## src/logic/shc_pkg.sv

```systemverilog
// Purpose: shared constants and types for the serial host clock divider
// Assumes: 250 MHz system clock, 24-bit serial words
// Notes: figures live here and the logic uses the names, assertions and the bench repeat some as literals
package shc_pkg;
  localparam int SYS_CLK_PS = 4000;
  localparam int SYS_CLK_MHZ = 250;
  localparam int WORD_W = 24;
  localparam int FIFO_DEPTH = 32;
  localparam int MOD_W = 6;
  localparam int PER_W = 11;
  localparam logic [PER_W-1:0] PRESCALE_DIV = 11'h008;
  localparam logic [2:0] PRESCALE_LAST = 3'h7;
  localparam logic [5:0] MOD_MAX = 6'h3F;
  localparam logic [5:0] LAST_EDGE = 6'h2F;
  localparam logic [4:0] LAST_BIT = 5'h17;
  // spike widths in ns, filter lengths are least times so round up
  localparam int NARROW_SPIKE_NS = 20;
  localparam int WIDE_SPIKE_NS = 100;
  localparam logic [4:0] NARROW_CYC = 5'((NARROW_SPIKE_NS * 1000 + SYS_CLK_PS - 1) / SYS_CLK_PS);
  localparam logic [4:0] WIDE_CYC = 5'((WIDE_SPIKE_NS * 1000 + SYS_CLK_PS - 1) / SYS_CLK_PS);
  // host request start-up: fixed two cycles plus a margin in ns
  localparam logic [PER_W-1:0] HOST_REQUEST_LINE_FIXED_CYC = 11'h002;
  localparam int HOST_REQUEST_LINE_MARGIN_NS = 6;
  localparam logic [PER_W-1:0] HOST_REQUEST_LINE_MARGIN_CYC = PER_W'((HOST_REQUEST_LINE_MARGIN_NS * 1000 + SYS_CLK_PS - 1) / SYS_CLK_PS);
  // clock ratio limits
  localparam int RATIO_SPLIT_MHZ = 33;
  localparam logic [PER_W-1:0] RATIO_MIN_LOW = 11'h004;
  localparam logic [PER_W-1:0] RATIO_MIN_HIGH = 11'h006;
  localparam logic [PER_W-1:0] RATIO_MIN = (SYS_CLK_MHZ > RATIO_SPLIT_MHZ) ? RATIO_MIN_HIGH : RATIO_MIN_LOW;
  localparam logic [PER_W-1:0] I2C_MIN_PERIOD = 11'h006;
  localparam int I2C_STD_KHZ = 100;
  localparam int I2C_FAST_KHZ = 1000;
  localparam logic [PER_W-1:0] I2C_FAST_CYC = PER_W'(SYS_CLK_MHZ * 1000 / I2C_FAST_KHZ);
  localparam logic [PER_W-1:0] I2C_STD_CYC = PER_W'(SYS_CLK_MHZ * 1000 / I2C_STD_KHZ);

  typedef enum logic [1:0] {
    SHC_FILT_BYPASS = 2'h0,
    SHC_FILT_NARROW = 2'h1,
    SHC_FILT_WIDE = 2'h3
  } shc_filt_e;

  typedef enum logic [1:0] {
    SHC_IDLE = 2'h0,
    SHC_LEAD = 2'h1,
    SHC_SHIFT = 2'h3
  } shc_state_e;

  // serial_clock_control_reg contents plus mode bits
  typedef struct packed {
    logic [MOD_W-1:0] divider_modulus;
    logic prescaler_bypass;
    shc_filt_e filter_mode;
    logic i2c_mode;
    logic master;
    logic cpha;
    logic host_request_line_en;
  } shc_cfg_s;
endpackage : shc_pkg

```

## src/logic/shc_serial_clock_divider.sv

```systemverilog
// Purpose: serial clock generation, input filters and word framing for the serial host port
// Assumes: clock polarity 0, words of 24 bits sent msb first
// Notes: pins pass three flops, sclk and sda filters then reject spikes by mode
`timescale 1ns/1ps
module shc_serial_clock_divider (
  input wire logic sys_clk,
  input wire logic rst_n,
  input wire shc_pkg::shc_cfg_s cfg,
  input wire logic [shc_pkg::WORD_W-1:0] tx_data,
  input wire logic tx_valid,
  output logic tx_ready,
  input wire logic host_request_n,
  input wire logic sclk_i,
  input wire logic sda_i,
  input wire logic ss_n_i,
  output logic sclk_o,
  output logic sclk_oe,
  output logic sdo_o,
  output logic sdo_oe,
  output logic scl_filt,
  output logic sda_filt,
  output logic busy,
  output logic ratio_low,
  output logic i2c_over_rate,
  output logic [shc_pkg::PER_W-1:0] period_cycles
);
  function automatic logic [shc_pkg::PER_W-1:0] half_cycles(input logic [shc_pkg::MOD_W-1:0] m, input logic byp);
    half_cycles = (shc_pkg::PER_W'(m) + 11'h001) * (byp ? 11'h001 : shc_pkg::PRESCALE_DIV);
  endfunction : half_cycles

  function automatic logic [4:0] filt_len(input shc_pkg::shc_filt_e mode);
    unique case (mode)
      shc_pkg::SHC_FILT_BYPASS: filt_len = 5'h00;
      shc_pkg::SHC_FILT_NARROW: filt_len = shc_pkg::NARROW_CYC;
      shc_pkg::SHC_FILT_WIDE: filt_len = shc_pkg::WIDE_CYC;
      default: filt_len = shc_pkg::WIDE_CYC;
    endcase
  endfunction : filt_len

  logic [shc_pkg::WORD_W-1:0] f_data;
  logic f_valid, f_pop;
  shc_fifo #(.WIDTH(shc_pkg::WORD_W), .DEPTH(shc_pkg::FIFO_DEPTH)) u_fifo (
    .sys_clk(sys_clk),
    .rst_n(rst_n),
    .in_data(tx_data),
    .in_valid(tx_valid),
    .in_ready(tx_ready),
    .out_data(f_data),
    .out_valid(f_valid),
    .out_ready(f_pop)
  );

  // pin filters: 0 sclk, 1 sda, 2 select, 3 host request
  logic [3:0] s1_q, s2_q, s3_q, filt_q, filt_d, prev_q;
  logic [4:0] fcnt_q [4];
  logic [4:0] fcnt_d [4];
  logic [4:0] len [4];

  always_comb begin
    len[0] = filt_len(cfg.filter_mode);
    len[1] = filt_len(cfg.filter_mode);
    len[2] = 5'h00;
    len[3] = 5'h00;
    for (int i = 0; i < 4; i++) begin
      filt_d[i] = filt_q[i];
      fcnt_d[i] = 5'h00;
      if (s2_q[i] == s3_q[i] && s3_q[i] != filt_q[i]) begin
        if (len[i] == 5'h00 || fcnt_q[i] == len[i] - 5'h01) begin
          filt_d[i] = s3_q[i];
        end else begin
          fcnt_d[i] = fcnt_q[i] + 5'h01;
        end
      end
    end
  end

  always_ff @(posedge sys_clk or negedge rst_n) begin
    if (!rst_n) begin
      s1_q <= 4'hF;
      s2_q <= 4'hF;
      s3_q <= 4'hF;
      filt_q <= 4'hF;
      prev_q <= 4'hF;
      for (int i = 0; i < 4; i++) begin
        fcnt_q[i] <= 5'h00;
      end
    end else begin
      s1_q <= {host_request_n, ss_n_i, sda_i, sclk_i};
      s2_q <= s1_q;
      s3_q <= s2_q;
      filt_q <= filt_d;
      prev_q <= filt_q;
      for (int i = 0; i < 4; i++) begin
        fcnt_q[i] <= fcnt_d[i];
      end
    end
  end

  assign scl_filt = filt_q[0];
  assign sda_filt = filt_q[1];

  logic [shc_pkg::PER_W-1:0] half;
  assign half = half_cycles(cfg.divider_modulus, cfg.prescaler_bypass);
  assign period_cycles = {half[shc_pkg::PER_W-2:0], 1'b0};
  // i2c range and ratio limits are left to software, only flagged here
  assign ratio_low = (period_cycles < shc_pkg::RATIO_MIN) ||
                     (cfg.i2c_mode && period_cycles < shc_pkg::I2C_MIN_PERIOD);
  assign i2c_over_rate = cfg.i2c_mode && (period_cycles < shc_pkg::I2C_FAST_CYC);

  // master engine
  shc_pkg::shc_state_e st_q, st_d;
  logic [2:0] pre_q, pre_d;
  logic [shc_pkg::MOD_W-1:0] div_q, div_d;
  logic [shc_pkg::PER_W-1:0] lead_q, lead_d, since_q, since_d;
  logic [5:0] edge_q, edge_d;
  logic [4:0] sbit_q, sbit_d;
  logic [shc_pkg::WORD_W-1:0] sh_q, sh_d;
  logic sclk_q, sclk_d, sdo_q, sdo_d;
  logic tick, half_tick, host_request_line_ok, m_start, m_toggle, s_rise, s_fall, s_sample, s_present, s_load, ss_fall;

  assign tick = cfg.prescaler_bypass || (pre_q == shc_pkg::PRESCALE_LAST);
  assign half_tick = tick && (div_q == cfg.divider_modulus);
  assign host_request_line_ok = !cfg.host_request_line_en || !filt_q[3];
  assign m_start = (st_q == shc_pkg::SHC_IDLE) && cfg.master && !cfg.i2c_mode && f_valid && host_request_line_ok;
  assign m_toggle = (st_q == shc_pkg::SHC_SHIFT) && half_tick;
  assign s_rise = filt_q[0] && !prev_q[0];
  assign s_fall = !filt_q[0] && prev_q[0];
  assign ss_fall = !filt_q[2] && prev_q[2];
  assign s_sample = !cfg.master && !filt_q[2] && (cfg.cpha ? s_fall : s_rise);
  assign s_present = !cfg.master && !filt_q[2] && (cfg.cpha ? s_rise : s_fall);
  // a held-low select still reloads on the word count
  assign s_load = !cfg.master && !cfg.i2c_mode && (ss_fall || (s_sample && sbit_q == shc_pkg::LAST_BIT));
  assign f_pop = f_valid && (m_start || s_load);

  always_comb begin
    st_d = st_q;
    pre_d = tick ? 3'h0 : pre_q + 3'h1;
    // a lowered modulus must not leave the count stranded above it
    div_d = (half_tick || div_q > cfg.divider_modulus) ? '0 : (tick ? div_q + 1'b1 : div_q);
    lead_d = lead_q;
    edge_d = edge_q;
    since_d = since_q + 11'h001;
    sbit_d = sbit_q;
    sh_d = sh_q;
    sclk_d = sclk_q;
    sdo_d = sdo_q;
    unique case (st_q)
      shc_pkg::SHC_IDLE: begin
        if (m_start) begin
          st_d = shc_pkg::SHC_LEAD;
          lead_d = half + shc_pkg::HOST_REQUEST_LINE_FIXED_CYC + shc_pkg::HOST_REQUEST_LINE_MARGIN_CYC;
          edge_d = 6'h00;
          sclk_d = 1'b0;
          sh_d = f_data;
          if (!cfg.cpha) begin
            sdo_d = f_data[shc_pkg::WORD_W-1];
            sh_d = {f_data[shc_pkg::WORD_W-2:0], 1'b0};
          end
        end
      end
      shc_pkg::SHC_LEAD: begin
        lead_d = lead_q - 11'h001;
        if (lead_q == 11'h001) begin
          st_d = shc_pkg::SHC_SHIFT;
          pre_d = 3'h0;
          div_d = '0;
          since_d = '0;
        end
      end
      shc_pkg::SHC_SHIFT: begin
        if (m_toggle) begin
          sclk_d = !sclk_q;
          since_d = '0;
          edge_d = edge_q + 6'h01;
          // leading edges present data in phase 1, trailing ones in phase 0
          if (cfg.cpha != sclk_q) begin
            sdo_d = sh_q[shc_pkg::WORD_W-1];
            sh_d = {sh_q[shc_pkg::WORD_W-2:0], 1'b0};
          end
          if (edge_q == shc_pkg::LAST_EDGE) begin
            st_d = shc_pkg::SHC_IDLE;
          end
        end
      end
    endcase
    if (s_sample) begin
      sbit_d = (sbit_q == shc_pkg::LAST_BIT) ? 5'h00 : sbit_q + 5'h01;
    end
    if (filt_q[2]) begin
      sbit_d = 5'h00;
    end
    if (s_load) begin
      sbit_d = ss_fall ? 5'h00 : sbit_d;
      // empty fifo sends zeros rather than stale bits
      sh_d = f_valid ? f_data : '0;
      if (!cfg.cpha) begin
        sdo_d = sh_d[shc_pkg::WORD_W-1];
        sh_d = {sh_d[shc_pkg::WORD_W-2:0], 1'b0};
      end
    end else if (s_present) begin
      sdo_d = sh_q[shc_pkg::WORD_W-1];
      sh_d = {sh_q[shc_pkg::WORD_W-2:0], 1'b0};
    end
  end

  always_ff @(posedge sys_clk or negedge rst_n) begin
    if (!rst_n) begin
      st_q <= shc_pkg::SHC_IDLE;
      pre_q <= 3'h0;
      div_q <= '0;
      lead_q <= '0;
      since_q <= '0;
      edge_q <= 6'h00;
      sbit_q <= 5'h00;
      sh_q <= '0;
      sclk_q <= 1'b0;
      sdo_q <= 1'b0;
    end else begin
      st_q <= st_d;
      pre_q <= pre_d;
      div_q <= div_d;
      lead_q <= lead_d;
      since_q <= since_d;
      edge_q <= edge_d;
      sbit_q <= sbit_d;
      sh_q <= sh_d;
      sclk_q <= sclk_d;
      sdo_q <= sdo_d;
    end
  end

  assign sclk_o = sclk_q;
  // i2c clock is open drain: enable only while pulling low
  assign sclk_oe = cfg.master && (!cfg.i2c_mode || !sclk_q);
  assign sdo_o = sdo_q;
  assign sdo_oe = !cfg.i2c_mode && (cfg.master ? (st_q != shc_pkg::SHC_IDLE) : !filt_q[2]);
  assign busy = (st_q != shc_pkg::SHC_IDLE);
endmodule : shc_serial_clock_divider

```

## src/logic/shc_fifo.sv

```systemverilog
// Purpose: synchronous valid/ready FIFO for transmit words
// Assumes: single clock, depth a power of two
// Notes: read data comes straight from the storage flops
`timescale 1ns/1ps
module shc_fifo #(
  parameter int WIDTH = 24,
  parameter int DEPTH = 32
) (
  input wire logic sys_clk,
  input wire logic rst_n,
  input wire logic [WIDTH-1:0] in_data,
  input wire logic in_valid,
  output logic in_ready,
  output logic [WIDTH-1:0] out_data,
  output logic out_valid,
  input wire logic out_ready
);
  localparam int AW = $clog2(DEPTH);
  logic [WIDTH-1:0] mem_q [DEPTH];
  logic [AW-1:0] wr_q, wr_d, rd_q, rd_d;
  logic [AW:0] cnt_q, cnt_d;
  logic push, pop;

  assign in_ready = (cnt_q != (AW+1)'(DEPTH));
  assign out_valid = (cnt_q != '0);
  assign out_data = mem_q[rd_q];
  assign push = in_valid && in_ready;
  assign pop = out_valid && out_ready;

  always_comb begin
    wr_d = push ? wr_q + 1'b1 : wr_q;
    rd_d = pop ? rd_q + 1'b1 : rd_q;
    cnt_d = cnt_q;
    if (push && !pop) begin
      cnt_d = cnt_q + 1'b1;
    end else if (pop && !push) begin
      cnt_d = cnt_q - 1'b1;
    end
  end

  always_ff @(posedge sys_clk or negedge rst_n) begin
    if (!rst_n) begin
      wr_q <= '0;
      rd_q <= '0;
      cnt_q <= '0;
    end else begin
      wr_q <= wr_d;
      rd_q <= rd_d;
      cnt_q <= cnt_d;
    end
  end

  // storage has no reset: contents are never read while empty
  always_ff @(posedge sys_clk) begin
    if (push) begin
      mem_q[wr_q] <= in_data;
    end
  end
endmodule : shc_fifo

```

## config.mk

```make
export PLATFORM = sky130hd
export DESIGN_NAME = shc_serial_clock_divider
export DESIGN_NICKNAME = d
export VERILOG_FILES = /design/src/logic/shc_pkg.sv /design/src/logic/shc_serial_clock_divider.sv /design/src/logic/shc_fifo.sv
export SDC_FILE = /design/constraint.sdc
export NUM_CORES = 1
export LEC_CHECK = 0
export BUFFER_PORTS_ARGS = -buffer_cell sky130_fd_sc_hd__buf_4
export CAP_MARGIN = 20
export CORE_UTILIZATION = 55
export DETAILED_ROUTE_END_ITERATION = 8
export GPL_ROUTABILITY_DRIVEN = 1
export PLACE_DENSITY = 0.76
export SETUP_SLACK_MARGIN = 0.5
export SLEW_MARGIN = 0
export SYNTH_ARGS = -nofsm -noshare
export SYNTH_HDL_FRONTEND = slang
export SYNTH_SLANG_ARGS = --single-unit
export TNS_END_PERCENT = 100
```

## constraint.sdc

```tcl
create_clock -name sys_clk -period 6.02 [get_ports sys_clk]
set_clock_uncertainty 0.2 [all_clocks]
set_input_delay 1.204 -clock sys_clk [delete_from_list [all_inputs] [get_ports sys_clk]]
set_output_delay 1.204 -clock sys_clk [all_outputs]
set_load 0.01 [all_outputs]
```

## Yosys cells after proc, flatten, opt, wreduce, memory -nomap -nowiden

Memory sizes are Yosys's and may differ from the RTL's.
Index checks and enable logic that the tools add are counted.

- Magnitude comparators: 3
- Add/sub/neg operators: 15
- Eq/ne operators: 27
- Multiplexer cells: 55
- $mul: 1
- Reductions and logical operators: 62

Operator list:

| kind | count |
|---|---|
| $mux W24 | 8 |
| $mux W6 | 8 |
| $pmux W24 S2 | 1 |
| $mux W5 | 9 |
| $logic_and A1 B1 Y1 | 28 |
| $add A5 B1 Y5 const B | 5 |
| $add A11 B2 Y11 const B | 2 |
| $pmux W11 S2 | 1 |
| $add A6 B1 Y6 const B | 3 |
| $mux W1 | 14 |
| $pmux W6 S2 | 1 |
| $eq A11 B1 Y1 const B | 1 |
| $lt A11 B3 Y1 const B | 1 |
| $lt A11 B8 Y1 const B | 1 |
| $mul A7 B4 Y11 | 1 |
| $mux W11 | 1 |
| $sub A11 B1 Y11 const B | 1 |
| $eq A5 B5 Y1 | 2 |
| $logic_not A1 Y1 | 10 |
| $pmux W5 S2 | 1 |
| $logic_or A1 B1 Y1 | 9 |
| $mux W3 | 3 |
| $mux W2 | 4 |
| $ne A4 B4 Y1 const B | 2 |
| 28 further kinds | 46 |

- Memories: 1
- Bits of input ports: 44
- Word-level logic and storage cells: 186
- Output and inout bits: 21
- Flip-flop bits (word level): 104
- Memory bits (writable): 768

Memories:

| name | words | bits a word | read ports | clocked after memory_dff | wr ports | RTL line | RTL |
|---|---|---|---|---|---|---|---|
| u_fifo.mem_q | 32 | 24 | 1 | 0 | 1 | shc_fifo.sv:19 | `logic [WIDTH-1:0] mem_q [DEPTH];` |

## Logic depth before layout (Yosys ltp)

Gate-level depths: netlist (run 1).

- Depth in word-level cells: 13
- Mapped depth: 16

## Modules after synthesis

From an unflattened synthesis (run 1), not the netlist that was laid out.

- Cell total of the unflattened synthesis: 1966
- Area total of the unflattened synthesis: 35601.6 um2

Modules (own cells, without submodules):

| module | area each (um2) | sequential area each (um2) | cells each | times used |
|---|---|---|---|---|
| shc_fifo | 30047.6 | 23462.5 | 1395 | 1 |
| shc_serial_clock_divider | 5554.1 | 2199.6 | 571 | 1 |

## Worst setup path after synthesis (run 1)

Ideal clock, no wire load.

- Path type: in2out
- From: input port cfg[6] in the netlist's numbering
- To: output port ratio_low
- Slack: 1.128 ns
- Arrival: 3.488 ns
- Buffers on the path: 2
- Stages on the path: 8
- Required time: 4.616 ns
- Path through: clkbuf_1 > clkbuf_1 > a21oi_1 > ha_1 > xnor2_1 > o21ai_0 > or4b_2 > nor4_1

- Cells in the longest elaborated chain, start to end: 5

Ends and longest elaborated chain:

| element | RTL line | RTL |
|---|---|---|
| from (decl) | shc_serial_clock_divider.sv:8 | `input wire shc_pkg::shc_cfg_s cfg,` |
| $mux W4 (*) | shc_serial_clock_divider.sv:28 | `half_cycles = (shc_pkg::PER_W'(m) + 11'h001) * (byp ? 11'h001 : shc_pkg::PRESCALE_DIV);` |
| $mul A7 B4 Y11 (*) | shc_serial_clock_divider.sv:28 |  |
| $lt A11 B3 Y1 (*) | shc_serial_clock_divider.sv:106, shc_serial_clock_divider.sv:107 |  |
| $logic_and A1 B1 Y1 | shc_serial_clock_divider.sv:107 | `(cfg.i2c_mode && period_cycles < shc_pkg::I2C_MIN_PERIOD);` |
| $logic_or A1 B1 Y1 (*) | shc_serial_clock_divider.sv:106 | `assign ratio_low = (period_cycles < shc_pkg::RATIO_MIN) \|\|` |
| to (decl) | shc_serial_clock_divider.sv:23 | `output logic ratio_low,` |

Every way passes the cells marked *; elsewhere a longest branch is shown, timed or not.

## Worst setup path after layout (run 1)

- From: input port cfg[7] in the netlist's numbering
- To: output port ratio_low

- Cells in the longest elaborated chain, start to end: 5

Ends and longest elaborated chain:

| element | RTL line |
|---|---|
| $add A6 B1 Y7 (*) | shc_serial_clock_divider.sv:28 |
| $mul A7 B4 Y11 (*) | shc_serial_clock_divider.sv:28 |
| $lt A11 B3 Y1 (*) | shc_serial_clock_divider.sv:106, shc_serial_clock_divider.sv:107 |
| $logic_and A1 B1 Y1 | shc_serial_clock_divider.sv:107 |
| $logic_or A1 B1 Y1 (*) | shc_serial_clock_divider.sv:106 |

Marks and branches as above.

==> metrics, run 1 <==
CP Data Arrival Time=3840 ps; Avg Vias per Cell=6.38; Max Clock Freq=0.191 GHz; post-CTS setup buffers=0; vias in the first global route=20529; cells after synthesis=2249; Worst-Skew Late Latency=630 ps; Initial Utilization=55.8%; hold depth=0; DR vias=20799; Final min period=5250 ps; CTS tree=done; Reg clk slew, reported paths=60 ps; P&R area growth vs syn=13.3%; Clk network pwr share=31.5%; Detailed Route WL=87300 µm; FF-to-FF End=sh_q[13]; Hold EP=s2_q[1]; fin. max-slew vios=0; PwrDens=405 nW/µm²; Setup CP Type=in2out; LEAKAGE=14.4 nW; fin crit share=87.2%; ANT nets after route=0; placed insts=3090; Fin. Hold Viols=0; Worst Setup Slack, final=773 ps; ys flop type=edfxtp_1; fill count=4428; Routability Congestion=0.851; FF-to-FF path depth=9; hold_buf cts=0; share of the synthesized area in the top cell type=64.0%; combinational power share=23.7%; unrepaired setup endpoints after global routing=false; Synth Register Bits=871; Tightest Pin Transition=1170 ps; grt ovf=0; top cells by area, synth=edfxtp_1 64%, mux2i_1 10%, dfrtp_1 5.9%, a22oi_1 3.6%, dfstp_2 1.3%; most common cell in the netlist=edfxtp_1; Multi-input gate area=10000 µm²; Synth Warn #=0; relative slew slack=21.7%; root buffer cell=clkbuf_16; Die H=258 µm; core area=64600 µm²; Sw Ratio=30.0%; largest net degree at the start of global routing=78; library cells used by synthesis=83; first-pass GRT wire length=128000 µm; initial antenna violation count=2; Routed wire per std cell=26.8 µm; RR Startpoint=st_q[0]; hpwl dp=49300 µm; result of the run=complete, no violations; setup violators final=0; Seq pwr share=44.7%; CTS H-tree depth=3; drt drc=0; maxcap violations=0; post-CTS sizing=0; final non-filler cell total=3260; total die area=66600 µm²; Worst setup EP type=output pin; slowest stage delay, CP=670 ps; CP Launch Type=input pin; worst-path fanout max=10; Die Wd=258 µm; Port Buffer Count=63; P_int=11.6 mW; TritonCTS Buffers=87; Hold Path Origin=s1_q[1]; Synth Area per Inst=16.0 µm²; Setup WS pre-CTS=671 ps; Net Sw Power=4.97 mW; Layout Nets=2415; Post-synth EDFFs=768; DR iter-0 viols=2540; WP data required=4620 ps; slowest cell on the critical path=or4b_2; sequential-to-total area share from yosys stat=71.2%; Tot Pwr=16.6 mW; leading area contributor after synthesis=edfxtp_1; FFs w/ async S/R, synth=11.8%; type of the worst min-delay path=reg2reg; Rows=93; crit-path cells=buf_4, ha_1, and3_1, nand3_1, a21oi_1, ha_1, xnor2_2, o21ai_0, or4b_2, nor4_2, buf_4; CTS max path bufs=3; TNS Setup=0 ps; drt pass-1 iters=6; FF/Latch Area=25700 µm²; Synth top cells by count=768 x edfxtp_1, 363 x mux2i_1, 171 x a22oi_1; IR drop worst, VDD=0.000400 V; synthesized area=36100 µm²; R2R Setup Slk=1870 ps; gr usage total=26.1%; worst hold margin=157 ps; I/O pins=65; share of cells above drive strength 1=14.9%; clk sinks=871
layer usage:
| layer | GRT usage (%) | vias up | share of wire [%] |
|---|---|---|---|
| li1 | - | 9089 | - |
| met1 | 34.4 | 10521 | 39 |
| met2 | 43.6 | 999 | 50 |
| met3 | 4.07 | 188 | 7.9 |
| met4 | 10.4 | 2 | 3.2 |
| met5 | 0 | - | 0.018 |
cell families (layout without fill, tap and decap cells):
group,after synthesis,after routing,share of synthesized area (%)
fa+ha+maj,39,39,1.36
xor+xnor,34,34,0.826
compound gates,361,361,7.31
buf+inv,152,303,1.97
flops,871,871,71.2
simple gates,403,403,5.87
other cells,1,6,0.0104
mux,388,388,11.5
registers in the layout, summed over array words and instances (netlist names), 2 cells and up:
register      count
div_q             6
edge_q            6
fcnt_q           10
filt_q            4
lead_q           11
pre_q             3
prev_q            2
s1_q              4
s2_q              4
s3_q              4
sbit_q            5
sh_q             24
st_q              2
u_fifo.cnt_q      6
u_fifo.mem_q    768
u_fifo.rd_q       5
u_fifo.wr_q       5
through the flow:
step | utilization (%) | area [µm²]
2_1_floorplan | - | 36100
3_3_place_gp | 58.2 | 37600
3_5_place_dp | 58.6 | 37800
4_1_cts | 62.8 | 40600
5_1_grt | 63.2 | 40800
6_report | 63.2 | 40800
how the worst max path moves through the flow:
stage / depth (start not counted) / to / from / slack, ps
final: 11 / ratio_low / cfg[7] / 770
after global routing: 11 / ratio_low / cfg[7] / 610
after CTS: 11 / ratio_low / cfg[7] / 660
after detailed placement: 11 / ratio_low / cfg[7] / 670
after global placement: 11 / ratio_low / cfg[7] / 810
after floorplan: 8 / ratio_low / cfg[6] / 1130
placed cells by master, fill, tap and decap left out, types with 20 or more instances in the layout:
cell type,synthesis,routed
dfrtp_1,85,83
buf_4,11,93
inv_1,29,29
mux2i_1,363,362
o21ai_0,39,39
nor2_1,115,83
mux4_2,20,20
nand2_1,81,81
clkbuf_16,0,90
a22oi_1,171,171
and3_1,48,48
a21oi_1,40,40
edfxtp_1,768,768
ha_1,36,36
nor2_4,0,32
nand3_1,26,26
nand4_1,50,50
layout make-up:
| type | count | share of cell area [%] |
|---|---|---|
| Antenna cell | 2 | 0.0123 |
| Clock buffer | 113 | 5.81 |
| Clock inverter | 45 | 0.919 |
| Inverter | 29 | 0.267 |
| Multi-Input combinational cell | 1229 | 24.5 |
| Sequential cell | 871 | 62.8 |
| Tap cell | 855 | 2.62 |
| Timing Repair Buffer | 116 | 3.06 |
critical path: cells and delay by family:
family,cells,cell delay (ps)
simple gates,4,1160
fa+ha+maj,2,630
buf+inv,2,310
xor+xnor,1,280
compound gates,2,270
power by group through the flow:
stage	Clock (mW)	Sequential [mW]	Combinational, mW
final	5.22	7.40	3.93
after global routing	5.49	7.44	4.15
after CTS	5.26	7.41	3.82
after detailed placement	0	7.53	3.79
after global placement	0	7.50	3.66
after floorplan	0	7.34	2.67
Power figures use the tool's default switching activity.
==> run 2, diff against run 1 <==
--- a/config.mk
+++ b/config.mk
@@ -7,10 +7,11 @@
 export LEC_CHECK = 0
 export BUFFER_PORTS_ARGS = -buffer_cell sky130_fd_sc_hd__buf_4
 export CAP_MARGIN = 20
+export CORE_MARGIN = 3
 export CORE_UTILIZATION = 55
 export DETAILED_ROUTE_END_ITERATION = 8
 export GPL_ROUTABILITY_DRIVEN = 1
-export PLACE_DENSITY = 0.76
+export PLACE_DENSITY = 0.82
 export SETUP_SLACK_MARGIN = 0.5
 export SLEW_MARGIN = 0
 export SYNTH_ARGS = -nofsm -noshare
==> run 2 against run 1 <==
  * Clock power is 1% lower
  * Critical path type unchanged
  * Critical endpoint unchanged
  * Count of clock-buffer cells in the layout fell by 13
  * Final area down 0.94%
  * Core utilization fell by 0.71 points
  * Maximum frequency is 2.2% lower
  * Non-clock buffer count is 5 lower
  * Worst hold slack got worse by 2.4 ps
  * Power is 0.71% lower
  * Sequential share of layout area grew 0.60 points
==> metrics, run 2 (same netlist as run 1, synthesis figures left out) <==
result of the run=complete, no violations; grt ovf=0; CTS H-tree depth=3; Rows=93; relative slew slack=21.6%; initial antenna violation count=3; final non-filler cell total=3253; hpwl dp=50100 µm; CP Launch Type=input pin; hold depth=0; fin. max-slew vios=0; DR iter-0 viols=2775; Hold Path Origin=s1_q[3]; fill count=4433; crit-path cells=buf_4, ha_1, and3_1, nand3_1, a21oi_1, ha_1, xnor2_1, o21ai_0, or4b_2, nor4_1, buf_4; Die Wd=262 µm; ANT nets after route=0; TritonCTS Buffers=86; Largest register FFs=768; P&R area growth vs syn=12.2%; Max Clock Freq=0.186 GHz; hold_buf cts=0; fin util=62.5%; most frequent cells in the layout=768 x edfxtp_1, 362 x mux2i_1, 171 x a22oi_1; most common cell after layout, fill and taps aside=edfxtp_1; Top Registers=u_fifo.mem_q x768, sh_q x24, lead_q x11; fin crit share=89.1%; most flop-heavy register=u_fifo.mem_q; first-pass GRT wire length=131000 µm; Die H=262 µm; Final min period=5370 ps; drt drc=0; slowest cell on the critical path=or4b_2; post-CTS sizing=0; slowest stage delay, CP=650 ps; TNS Setup=0 ps; Avg Vias per Cell=6.52; CTS tree=done; Worst setup EP type=output pin; IR drop worst, VDD=0.000380 V; gr usage total=25.8%; total die area=68700 µm²; DR vias=21211; placed insts=3091; Routed wire per std cell=27.5 µm; share of cells above drive strength 1=14.3%; type of the worst min-delay path=reg2reg; PwrDens=406 nW/µm²; drt pass-1 iters=5; Setup CP Type=in2out; I/O pins=65; worst-path fanout max=10; Tightest Pin Transition=1170 ps; Hold EP=s2_q[3]; Layout Nets=2409; clk sinks=871; setup violators final=0; FF-to-FF path depth=8; root buffer cell=clkbuf_16; unrepaired setup endpoints after global routing=false; LEAKAGE=14.3 nW; RR Startpoint=st_q[0]; core area=64700 µm²; R2R Setup Slk=1700 ps; Port Buffer Count=63; Detailed Route WL=89400 µm; post-CTS setup buffers=0; Fin. Hold Viols=0; worst hold margin=155 ps; largest net degree at the start of global routing=124; CP Data Arrival Time=3960 ps; maxcap violations=0; CTS max path bufs=3; WP data required=4620 ps; Worst-Skew Late Latency=650 ps; Reg clk slew, reported paths=50 ps; Routability Congestion=0.843; FF-to-FF End=sh_q[13]; Initial Utilization=55.7%; vias in the first global route=20818
## run 2: critical path: cells and delay by family
family,cells,cell delay (ps)
AND/OR/NAND/NOR,4,1230
adder cells (fa/ha/maj),2,590
XOR/XNOR,1,370
buffers and inverters,2,330
AO/OA/AOI/OAI,2,230
## run 2: area by class of cell
type / count / area, µm² / area share [%]
sequential: 871 / 25700 / 63.4
multi-input combinational: 1229 / 9910 / 24.5
clock buffer: 100 / 2200 / 5.45
tap: 855 / 1070 / 2.64
timing repair buffer: 111 / 1010 / 2.49
clock inverter: 56 / 484 / 1.20
inverter: 29 / 109 / 0.269
antenna: 2 / 5.00 / 0.0124
## run 2: through the flow
step	area (µm²)	setup WS, ps	power, mW
finish	40500	655	16.4
global route	40500	535	17.0
CTS	40400	669	16.4
detailed placement	37700	675	11.3
global placement	37600	701	11.1
floorplan	36100	1130	10.0
## run 2: per-layer routing
layer / track usage [%] / part of all wire [%]
met1: 33.8 / 37
met2: 42.5 / 49
met3: 4.90 / 9.9
met4: 11.6 / 4.5
met5: 0 / 0
## run 2: worst max path at each step
stage                            to  startpoint  slack, ps  cells after the start
final                     ratio_low      cfg[7]        650                     11
after global routing      ratio_low      cfg[7]        540                     11
after CTS                 ratio_low      cfg[7]        670                     11
after detailed placement  ratio_low      cfg[7]        670                     11
after global placement    ratio_low      cfg[7]        700                     11
after floorplan           ratio_low      cfg[6]       1130                      8
## run 2: report_power, final
group          internal [mW]  leakage [nW]  switching, mW
clock                   2.90          1.31           2.26
combinational           1.47          4.82           2.42
sequential              7.07          8.14          0.326
total                   11.4          14.3           5.01
